`src/logic/iram_pkg.sv`:
```
// Package: shared constants and types for the internal RAM access block
package iram_pkg;
    localparam logic [7:0] STACK_RESET       = 8'h07;  // Stack pointer value after reset
    localparam logic [7:0] STACK_PTR_ADDR    = 8'h81;  // Special register address of the stack pointer
    localparam logic [7:0] BIT_AREA_BASE     = 8'h20;  // First byte of bit-addressable RAM
    localparam logic [7:0] SPECIAL_BASE      = 8'h80;  // Start of special register space
    localparam logic [7:0] ZERO_BYTE         = 8'h00;  // Read value of unassigned special addresses
    localparam int         BANK_SHIFT        = 3;      // Bank number times eight

    // Access command issued by the core
    typedef enum logic [2:0] {
        OP_IDLE     = 3'b000,
        OP_DIRECT   = 3'b001,
        OP_INDIRECT = 3'b010,
        OP_WORKREG  = 3'b011,
        OP_BIT      = 3'b100,
        OP_PUSH     = 3'b101,
        OP_POP      = 3'b110
    } mem_op_t;

    // Bit operation kind
    typedef enum logic [1:0] {
        BIT_TEST  = 2'b00,
        BIT_SET   = 2'b01,
        BIT_CLEAR = 2'b10
    } bit_op_t;

    // One request from the core
    typedef struct packed {
        mem_op_t    op;     // Access kind
        logic       write;  // Byte write when set (direct, indirect, working register)
        bit_op_t    bop;    // Bit operation
        logic [7:0] addr;   // Byte, bit or working register address
        logic [7:0] wdata;  // Write or push data
    } mem_req_t;

    // One answer to the core
    typedef struct packed {
        logic       valid;  // One-cycle answer marker
        logic [7:0] rdata;  // Byte read or popped
        logic       bit_val; // Tested bit value
    } mem_rsp_t;
endpackage

```
`src/logic/iram_array.sv`:
```
// Storage: 256-byte internal RAM array with one synchronous write port and one async read
`timescale 1ns/1ps
`default_nettype none
module iram_array (
    input  wire logic       clk,    // Core clock
    input  wire logic       we,     // Write strobe
    input  wire logic [7:0] waddr,  // Write address
    input  wire logic [7:0] wdata,  // Write data
    input  wire logic [7:0] raddr,  // Read address
    output logic      [7:0] rdata   // Read data, combinational
);
    logic [7:0] mem [0:255];  // Contents are random after power-up, as on the real part

    ////////////////////////////////////////////////////////////////////////////
    // Write port; no reset on purpose, RAM contents are undefined at start
    always_ff @(posedge clk) begin
        if (we) begin
            mem[waddr] <= wdata;
        end
    end

    // Read port
    assign rdata = mem[raddr];
endmodule
`default_nettype wire

```
`src/logic/iram_access.sv`:
```
// Top: internal RAM decoding, stack, register banks and bit access
`timescale 1ns/1ps
`default_nettype none
module iram_access
    import iram_pkg::*;
(
    input  wire logic                CLK,        // Core clock, 100 MHz
    input  wire logic                NRST,       // Asynchronous reset, active low
    input  wire iram_pkg::mem_req_t  REQ,        // Request from the core, taken each cycle
    input  wire logic [1:0]          BANK_SEL,   // Bank select field from the status word
    input  wire logic [7:0]          SFR_RDATA,  // Read data from the outer special register file
    input  wire logic                SFR_HIT,    // Outer file has a register at the special address of the current request
    output iram_pkg::mem_rsp_t       RSP,        // Registered answer
    output logic [7:0]               SFR_ADDR,   // Special register address for write
    output logic [7:0]               SFR_WDATA,  // Special register write data
    output logic                     SFR_WE,     // Special register write strobe, one cycle
    output logic [7:0]               STACK_TOP   // Current stack pointer
);
    import iram_pkg::*;

    ////////////////////////////////////////////////////////////////////////////
    // Address helpers

    // Working register address in the selected bank
    function automatic logic [7:0] reg_addr(input logic [1:0] bank, input logic [2:0] idx);
        reg_addr = {3'h0, bank, idx};
    endfunction

    // Byte holding a bit address: RAM byte or special register
    function automatic logic [7:0] bit_byte(input logic [7:0] baddr);
        if (baddr[7]) begin
            bit_byte = {baddr[7:3], 3'h0};
        end else begin
            bit_byte = BIT_AREA_BASE + {4'h0, baddr[6:3]};
        end
    endfunction

    ////////////////////////////////////////////////////////////////////////////
    // Declarations
    logic [7:0] stack_top_pointer;       // Stack pointer register
    logic [7:0] next_stack_top_pointer;  // Its next value
    mem_rsp_t   rsp;                     // Answer register
    mem_rsp_t   next_rsp;                // Its next value
    logic [7:0] sfr_addr;                // Registered special address
    logic [7:0] next_sfr_addr;
    logic [7:0] sfr_wdata;               // Registered special write data
    logic [7:0] next_sfr_wdata;
    logic       sfr_we;                  // Registered special write strobe
    logic       next_sfr_we;
    logic       ram_we;                  // RAM write strobe
    logic [7:0] ram_addr;                // RAM address for read and write
    logic [7:0] ram_wdata;               // RAM write data
    logic [7:0] ram_rdata;               // RAM read data
    logic [7:0] byte_addr;               // Decoded byte address
    logic       to_special;              // Access targets special space
    logic [7:0] cur_byte;                // Current value of the addressed byte
    logic [7:0] mod_byte;                // Byte with one bit changed
    logic       sp_hit;                  // Special address is the stack pointer

    ////////////////////////////////////////////////////////////////////////////
    // RAM instance
    iram_array u_ram (
        .clk   (CLK),
        .we    (ram_we),
        .waddr (ram_addr),
        .wdata (ram_wdata),
        .raddr (ram_addr),
        .rdata (ram_rdata)
    );

    ////////////////////////////////////////////////////////////////////////////
    // Address decode and read-modify-write of one byte
    always_comb begin
        byte_addr  = REQ.addr;
        to_special = 1'b0;
        if (REQ.op == OP_DIRECT) begin
            to_special = REQ.addr[7];
        end else if (REQ.op == OP_WORKREG) begin
            byte_addr = reg_addr(BANK_SEL, REQ.addr[2:0]);
        end else if (REQ.op == OP_BIT) begin
            byte_addr  = bit_byte(REQ.addr);
            to_special = REQ.addr[7];
        end else if (REQ.op == OP_PUSH) begin
            byte_addr = stack_top_pointer + 8'h01;
        end else if (REQ.op == OP_POP) begin
            byte_addr = stack_top_pointer;
        end
        // Indirect keeps the full address: besides push and pop, the only path to upper RAM
        sp_hit = to_special && (byte_addr == STACK_PTR_ADDR);
        if (!to_special) begin
            cur_byte = ram_rdata;
        end else if (sp_hit) begin
            cur_byte = stack_top_pointer;
        end else if (sfr_we && (sfr_addr == byte_addr)) begin
            // Outer file lands our write one edge late; forward it so back-to-back access sees it
            cur_byte = sfr_wdata;
        end else if (SFR_HIT) begin
            cur_byte = SFR_RDATA;
        end else begin
            cur_byte = ZERO_BYTE;
        end
        mod_byte = cur_byte;
        mod_byte[REQ.addr[2:0]] = (REQ.bop == BIT_SET);
        ram_addr = byte_addr;
    end

    ////////////////////////////////////////////////////////////////////////////
    // Next-state logic: stack, writes and answer
    always_comb begin
        next_stack_top_pointer = stack_top_pointer;
        next_rsp               = '0;
        next_sfr_addr          = sfr_addr;
        next_sfr_wdata         = sfr_wdata;
        next_sfr_we            = 1'b0;
        ram_we                 = 1'b0;
        ram_wdata              = REQ.wdata;
        case (REQ.op)
            OP_DIRECT, OP_INDIRECT, OP_WORKREG: begin
                next_rsp.valid = 1'b1;
                next_rsp.rdata = cur_byte;
                if (REQ.write) begin
                    if (!to_special) begin
                        ram_we = 1'b1;
                    end else if (sp_hit) begin
                        next_stack_top_pointer = REQ.wdata;
                    end else if (SFR_HIT) begin
                        next_sfr_we    = 1'b1;
                        next_sfr_addr  = byte_addr;
                        next_sfr_wdata = REQ.wdata;
                    end
                    // Unassigned special write is simply dropped
                end
            end
            OP_BIT: begin
                next_rsp.valid   = 1'b1;
                next_rsp.rdata   = cur_byte;
                next_rsp.bit_val = cur_byte[REQ.addr[2:0]];
                if (REQ.bop != BIT_TEST) begin
                    ram_wdata = mod_byte;
                    if (!to_special) begin
                        ram_we = 1'b1;
                    end else if (sp_hit) begin
                        next_stack_top_pointer = mod_byte;
                    end else if (SFR_HIT) begin
                        next_sfr_we    = 1'b1;
                        next_sfr_addr  = byte_addr;
                        next_sfr_wdata = mod_byte;
                    end
                end
            end
            OP_PUSH: begin
                // Return addresses from calls and interrupts also come in here
                ram_we                 = 1'b1;
                next_stack_top_pointer = byte_addr;
                next_rsp.valid         = 1'b1;
            end
            OP_POP: begin
                next_rsp.valid         = 1'b1;
                next_rsp.rdata         = ram_rdata;
                next_stack_top_pointer = stack_top_pointer - 8'h01;
            end
            default: begin
                next_rsp.valid = 1'b0;
            end
        endcase
    end

    ////////////////////////////////////////////////////////////////////////////
    // Registers; no check of stack overrun into banks or bit area
    always_ff @(posedge CLK or negedge NRST) begin
        if (!NRST) begin
            stack_top_pointer <= STACK_RESET;
            rsp               <= '0;
            sfr_addr          <= ZERO_BYTE;
            sfr_wdata         <= ZERO_BYTE;
            sfr_we            <= 1'b0;
        end else begin
            stack_top_pointer <= next_stack_top_pointer;
            rsp               <= next_rsp;
            sfr_addr          <= next_sfr_addr;
            sfr_wdata         <= next_sfr_wdata;
            sfr_we            <= next_sfr_we;
        end
    end

    // Outputs straight from flip-flops
    assign RSP       = rsp;
    assign SFR_ADDR  = sfr_addr;
    assign SFR_WDATA = sfr_wdata;
    assign SFR_WE    = sfr_we;
    assign STACK_TOP = stack_top_pointer;
endmodule
`default_nettype wire

```
`config.mk`:
```
export PLATFORM = sky130hd
export DESIGN_NAME = iram_access
export DESIGN_NICKNAME = d
export VERILOG_FILES = /design/src/logic/iram_pkg.sv /design/src/logic/iram_array.sv /design/src/logic/iram_access.sv
export SDC_FILE = /design/constraint.sdc
export NUM_CORES = 2
export LEC_CHECK = 0
export ABC_CLOCK_PERIOD_IN_PS = 22400
export BUFFER_PORTS_ARGS = -buffer_cell sky130_fd_sc_hd__buf_2
export CORE_ASPECT_RATIO = 1.5
export CORE_MARGIN = 2
export CORE_UTILIZATION = 60
export DETAILED_ROUTE_END_ITERATION = 6
export GPL_TIMING_DRIVEN = 0
export PLACE_DENSITY = 0.76
export SETUP_SLACK_MARGIN = 0.15
export SLEW_MARGIN = 20
export SYNTH_ARGS = -nofsm -noshare
export SYNTH_HDL_FRONTEND = slang
export SYNTH_HIERARCHICAL = 1
export SYNTH_SLANG_ARGS = --single-unit
```
`constraint.sdc`:
```
create_clock -name CLK -period 22.4 [get_ports CLK]
set_input_delay 5.6 -clock CLK [delete_from_list [all_inputs] [get_ports CLK]]
set_output_delay 5.6 -clock CLK [all_outputs]
set_load 0.005 [all_outputs]
```
# == Word-level counts from Yosys, hierarchy flattened ==
# Memory sizes are Yosys's and may differ from the RTL's.
# Index checks and enable logic that the tools add are counted.
# totals
register_bits,35
latch_bits,0
ramBits,2048
romBits,0
input_bits,35
output_inout_bits,35
wordCells,101
memories,1
# mem_list
memory,words,width,rd,rd_clocked_by_memory_dff,wr,line,text
u_ram.mem,256,8,1,0,1,iram_array.sv:12,logic [7:0] mem [0:255];
# op_classes
addsub,3
mul,0
div,0
n_lt_le_gt_ge,2
eq_ne,19
shift,0
muxes,57
bitwise_logic,0
n_reduce_logical,12
# ops
op,n
8-bit 2-to-1 mux,31
8-bit case mux with 2 select lines,3
8-bit case mux with 4 select lines,1
"2-bit inequality test, second input constant",9
1-bit 2-to-1 mux,17
"3-bit == test, second input constant",3
9-bit AND reduction,1
"8-bit by 1-bit adder with 8-bit output, second input constant",1
8-bit bitwise mux,1
8-bit == test,1
"8-bit == test, second input constant",1
"8-bit by 1-bit subtractor with 8-bit output, second input constant",1
"6-bit by 4-bit adder with 7-bit output, first input constant",1
7-bit AND reduction,1
"3-bit by 2-bit == test with 1-bit output, second input constant",2
6-bit OR reduction,1
"3-bit by 4-bit < comparator with 1-bit output, second input constant",1
2-bit nonzero test,2
4-bit nonzero test,1
4-bit OR reduction,1
1-bit binary-select mux with 3-bit select,1
1-bit demux with 3-bit select,1
"3-bit by 1-bit == test with 1-bit output, second input constant",1
"3-bit by 1-bit >= comparator with 1-bit output, second input constant",1
other kinds (7),9

# == Longest topological paths before layout ==
# logic_depth
ltp_word,17
ltp_mapped,20
ltp_nobuf,15

# == Hierarchy ==
# Netlist, hierarchy kept.
# modules_own_cells
module,instances,cells_each,area_per_inst_um2,seq_area_each_um2
iram_array,1,3725,79396.1,61499.0
iram_access,1,416,3256.9,879.6

# == Worst setup path before layout ==
# OpenSTA, ideal clock, no wires.
# synth_path
path_type,input port to flip-flop
from,input port REQ[20] (netlist bit)
to,memory u_ram.mem[0][7] (data pin)
setup_ns,2.234
t_arrival_ns,19.116
required_ns,20.166
path_slack_ns,1.049
path_stages,16
n_path_buf,3
path_cell_list,buf_4 -> nor2_1 -> nand3_1 -> a32oi_1 -> clkinv_1 -> buf_4 -> nor2_1 -> clkbuf_1 -> a22oi_1 -> a21oi_1 -> nor4_1 -> nor4_1 -> nand2_1 -> o21ai_0 -> a211oi_1 -> o31ai_1
# synth_between
elab_cells_between_ends,24
classes_between,eq/ne (7); mux (14); reduce/logical (2); memory (1)
# synth_lines
item,line,text
start: declaration,iram_access.sv:9,"input wire iram_pkg::mem_req_t REQ,"
3-bit == test,iram_access.sv:85,end else if (REQ.op == OP_POP) begin
8-bit 2-to-1 mux,iram_access.sv:85,
8-bit 2-to-1 mux,iram_access.sv:83,end else if (REQ.op == OP_PUSH) begin
8-bit 2-to-1 mux,iram_access.sv:80,end else if (REQ.op == OP_BIT) begin
8-bit 2-to-1 mux,iram_access.sv:78,end else if (REQ.op == OP_WORKREG) begin
8-bit 2-to-1 mux *,iram_access.sv:76,if (REQ.op == OP_DIRECT) begin
net byte_addr[2],iram_access.sv:54,logic [7:0] byte_addr;
memory read 256 x 8 bit *,n/a,
net ram_rdata[7],iram_access.sv:53,logic [7:0] ram_rdata;
8-bit 2-to-1 mux *,iram_access.sv:90,if (!to_special) begin
8-bit bitwise mux *,iram_access.sv:103,mod_byte[REQ.addr[2:0]] = (REQ.bop == BIT_SET);
8-bit 2-to-1 mux *,iram_access.sv:138,if (REQ.bop != BIT_TEST) begin
8-bit 2-to-1 mux *,iram_access.sv:117,case (REQ.op)
net ram_wdata[7],iram_access.sv:52,logic [7:0] ram_wdata;
end: declaration,iram_array.sv:12,
# Mark *: on every way through the listed nets, which the timed path passes. The rest lies on a longest branch.

# == Worst setup path after layout ==
# layout_path
from,input port REQ[21] (netlist bit)
to,memory u_ram.mem[81][4] (data pin)
# Same word-level chain as after synthesis.

==> reports/qor.json <==
{
  "irDropWorstVdd_mv": 0.103,
  "worst_hold_path.endpoint": "SFR_ADDR[4]",
  "floorplan.die_area_mm2": 0.141,
  "cellLeakagePower_nw": 29.0,
  "maxCapViolations": 0,
  "ys_top_cells_by_count": "sky130_fd_sc_hd__edfxtp_1 (2,048), sky130_fd_sc_hd__mux4_2 (454), sky130_fd_sc_hd__nor2_1 (327), sky130_fd_sc_hd__mux2i_1 (140), sky130_fd_sc_hd__a22oi_1 (136)",
  "end_kind": "register",
  "worstHoldPathType": "reg -> reg",
  "fraction_of_final_layout_cells_with_drive_strength_greater_than_1": 0.227,
  "global_route.usage.total": 0.368,
  "cell_family_with_most_cp_delay": "buffers and inverters",
  "synth.avg_cell_area_um2": 20.0,
  "critical_path.most_common_cell": "sky130_fd_sc_hd__buf_2",
  "maximum_number_of_pins_on_one_net_before_global_route_repair": 117,
  "final.fill_count": 8497,
  "max_clock_skew_ns": 0.0409,
  "crit_path_max_incr_delay_ns": 1.04,
  "worst_ep_required_time_ns": 22.95,
  "ys_seq_elements": 2083,
  "synth_warnings": 6,
  "finalWorstSetupSlack_ns": 8.86,
  "timing.reg2reg.setup_slack_ns": 12.91,
  "critical_path.slowest_cell": "sky130_fd_sc_hd__a22oi_1",
  "floorplan.initialDensity": 0.605,
  "count_of_cells_resized_by_post_cts_repair": 0,
  "synthToLayoutAreaGrowth_pct": 11.3,
  "power.density_cell_area_mw_per_mm2": 94.7,
  "clkSlewWorstSetupHoldPaths_ns": 0.07,
  "dr.pass1.iters": 7,
  "setup_tns_final_ns": 0,
  "clock-root-buffer": "sky130_fd_sc_hd__clkbuf_16",
  "critical_path.max_fanout": 101,
  "worstSkewPairLatency_ns": 0.86,
  "synth_async_sr_flop_share": 0.0168,
  "detailedPlacementHpwl_um": 176000,
  "viasPerCell": 7.29,
  "hold_path_depth": 2,
  "route.antenna.remaining_nets": 0,
  "critical_path.startpoint_type": "input pin",
  "violated_checks": "design-rule violations",
  "io_buffer_count": 65,
  "tightestPinTransition_ns": 1.33,
  "synthCells": 4141,
  "reg2regPathDepth": 21,
  "drc_errors": 4,
  "syn-cell-area_mm2": 0.0827,
  "initial_drt_markers": 7688,
  "number_of_antenna_violations_at_the_first_check_in_global_routing": 10,
  "cts-root-to-sink-buffers": 3,
  "cts_tree": "yes",
  "die-width_um": 307,
  "synthTopCellsByArea": "sky130_fd_sc_hd__edfxtp_1 (74%), sky130_fd_sc_hd__mux4_2 (12%), sky130_fd_sc_hd__mux2i_1 (1.7%)",
  "core_region_area_mm2": 0.137,
  "fin_worst_hold_slack_ns": 0.542,
  "yosysSeqAreaShare": 0.755,
  "post-place-ws_ns": 8.41,
  "clock.fmax_mhz": 73.9,
  "cts_hold_repair.buffers": 0,
  "area.sequential_mm2": 0.0624,
  "grt_first_pass_wirelength_um": 351000,
  "tritoncts_num_sinks": 2083,
  "main_synth_ff_type": "sky130_fd_sc_hd__edfxtp_1",
  "finalWeightedCongestion": 1.01,
  "vias": 46300,
  "htree_num_levels": 4,
  "worstSetupPathType": "in -> reg",
  "synth_enable_flop_cells": 2048,
  "via_count_of_the_first_global_routing_pass": 46000,
  "route.final.wire_length_um": 257000,
  "setup_viol_count_final": 0,
  "post_syn_nets": 4178,
  "regToRegEndpoint": "u_ram/mem[183][5]",
  "min_from": "SFR_ADDR[4]",
  "fp-row-count": 166,
  "critical_path.startpoint": "REQ[21]",
  "floorplan.die.height_um": 459,
  "synth_area_leader_cell": "sky130_fd_sc_hd__edfxtp_1",
  "io-pin-count": 70,
  "synth_cell_type_count": 90,
  "final_max_slew_viol_count": 0,
  "cts.repair_timing.setup_buffer_count": 0,
  "area_used_by_multi_input_combinational_logic_mm2": 0.0188,
  "setup_repair_after_global_routing_missed_its_margin": "false",
  "path_buf_inv": 9,
  "r2r_start": "STACK_TOP[0]",
  "outcome": "finished with violations",
  "critical_path.cell_chain": "buf_2 -> buf_4 -> buf_6 -> buf_2 -> nand3_1 -> a22oi_1 -> buf_2 -> buf_2 -> clkbuf_1 -> nor2b_1 -> o221ai_1 -> nor2_1 -> nor4_1 -> nor4_1 -> nand2_1 -> and3_1 -> o21ai_0 -> mux2_8 -> buf_16 -> buf_16",
  "hold_viol_final": 0,
  "period_minus_slack_ns": 13.54,
  "globalRouteOverflowTotal": 0,
  "finish.net_count": 4473,
  "worst_ep_arrival_time_ns": 14.09,
  "slew_headroom": 0.105,
  "final-instance-count-excl-fill": 6349,
  "placedCellCount": 6020,
  "post-synth-top-count-cell": "sky130_fd_sc_hd__edfxtp_1",
  "routedWlPerCell_um": 40.4,
  "total_number_of_cells_along_the_worst_setup_path": 20,
  "post-synth-top-area-fraction": 0.744,
  "numCtsBuffers": 176,
  "post-route-period-util": 0.604
}
==> layout make-up <==
cell class | count | share of cell area
clock buffer | 217 | 0.0500
inverter | 24 | 0.000979
buffer | 266 | 0.0181
multi-input combinational | 1768 | 0.204
timing repair buffer | 117 | 0.0144
clock inverter | 102 | 0.0100
tap | 1764 | 0.0240
antenna | 8 | 0.000218
sequential | 2083 | 0.678
==> registers in the layout, summed over array words and instances, names as in the netlist <==
name and cells:
STACK_TOP 8, SFR_WE 1, RSP 10, u_ram/mem 2048, SFR_ADDR 8, SFR_WDATA 8
==> how the worst max path moves through the flow <==
| stage | endpoint |
|---|---|
| 2_1_floorplan | u_ram/mem[0][7] |
| 3_3_place_gp | u_ram/mem[128][1] |
| 3_5_place_dp | u_ram/mem[128][4] |
| 4_1_cts | u_ram/mem[131][4] |
| 5_1_grt | u_ram/mem[81][4] |
| 6_report | u_ram/mem[81][4] |
==> kinds of logic (layout without fill, tap and decap cells) <==
group,count (synthesis),in the layout,share of synthesized area
muxes,608,608,0.143
xor gates and xnor gates,11,11,0.00117
other,0,8,0
and+or+nand+nor,635,635,0.0357
DFF,2083,2083,0.755
adders and majority gates,2,2,0.000303
AOI/OAI and AO/OA,512,512,0.0444
buffers and inverters,290,726,0.0207
==> stage by stage <==
| step | cell area (um2) | util | power [mW] |
|---|---|---|---|
| 6_report | 92000 | 0.673 | 8.71 |
| 5_1_grt | 92000 | 0.673 | 8.86 |
| 4_1_cts | 92000 | 0.673 | 8.67 |
| 3_5_place_dp | 86400 | 0.633 | 5.74 |
| 3_3_place_gp | 85200 | 0.623 | 5.73 |
| 2_1_floorplan | 82700 | - | 5.17 |
==> worst min-delay path, delay by kind of cell, from the launching register on <==
| kind | cells | cell delay, ns |
|---|---|---|
| AND/OR/NAND/NOR | 2 | 0.12 |
| flip-flops | 1 | 0.39 |
==> routing by layer <==
metal  share of wire  vias up  GRT usage
li1                -    17800          -
met1            0.29    23400      0.406
met2            0.48     4002      0.589
met3            0.13     1094      0.107
met4            0.10        6      0.314
met5         0.00016        -          0
==> power breakdown <==
group	internal [mW]	switching, mW	total, mW
clock network	1.62	1.38	2.99
logic	0.420	0.913	1.33
registers	4.37	0.0245	4.39
==> placed cells by master (no fill, tap or decap), types with 28 or more instances in the layout <==
cell type / count
sky130_fd_sc_hd__clkbuf_2: 29
sky130_fd_sc_hd__buf_4: 39
sky130_fd_sc_hd__nand3_1: 45
sky130_fd_sc_hd__dfrtp_1: 32
sky130_fd_sc_hd__mux2i_1: 140
sky130_fd_sc_hd__nor2_1: 310
sky130_fd_sc_hd__nor3_1: 32
sky130_fd_sc_hd__a22oi_1: 136
sky130_fd_sc_hd__edfxtp_1: 2048
sky130_fd_sc_hd__o221ai_1: 49
sky130_fd_sc_hd__clkbuf_1: 138
sky130_fd_sc_hd__buf_6: 34
sky130_fd_sc_hd__nand2_1: 83
sky130_fd_sc_hd__o21ai_0: 28
sky130_fd_sc_hd__mux4_2: 454
sky130_fd_sc_hd__clkinv_1: 39
sky130_fd_sc_hd__buf_2: 113
sky130_fd_sc_hd__nor2b_1: 40
sky130_fd_sc_hd__clkinv_2: 29
sky130_fd_sc_hd__o22ai_1: 37
sky130_fd_sc_hd__clkbuf_16: 178
sky130_fd_sc_hd__a21oi_1: 116
(Power assumes the default switching activity.)
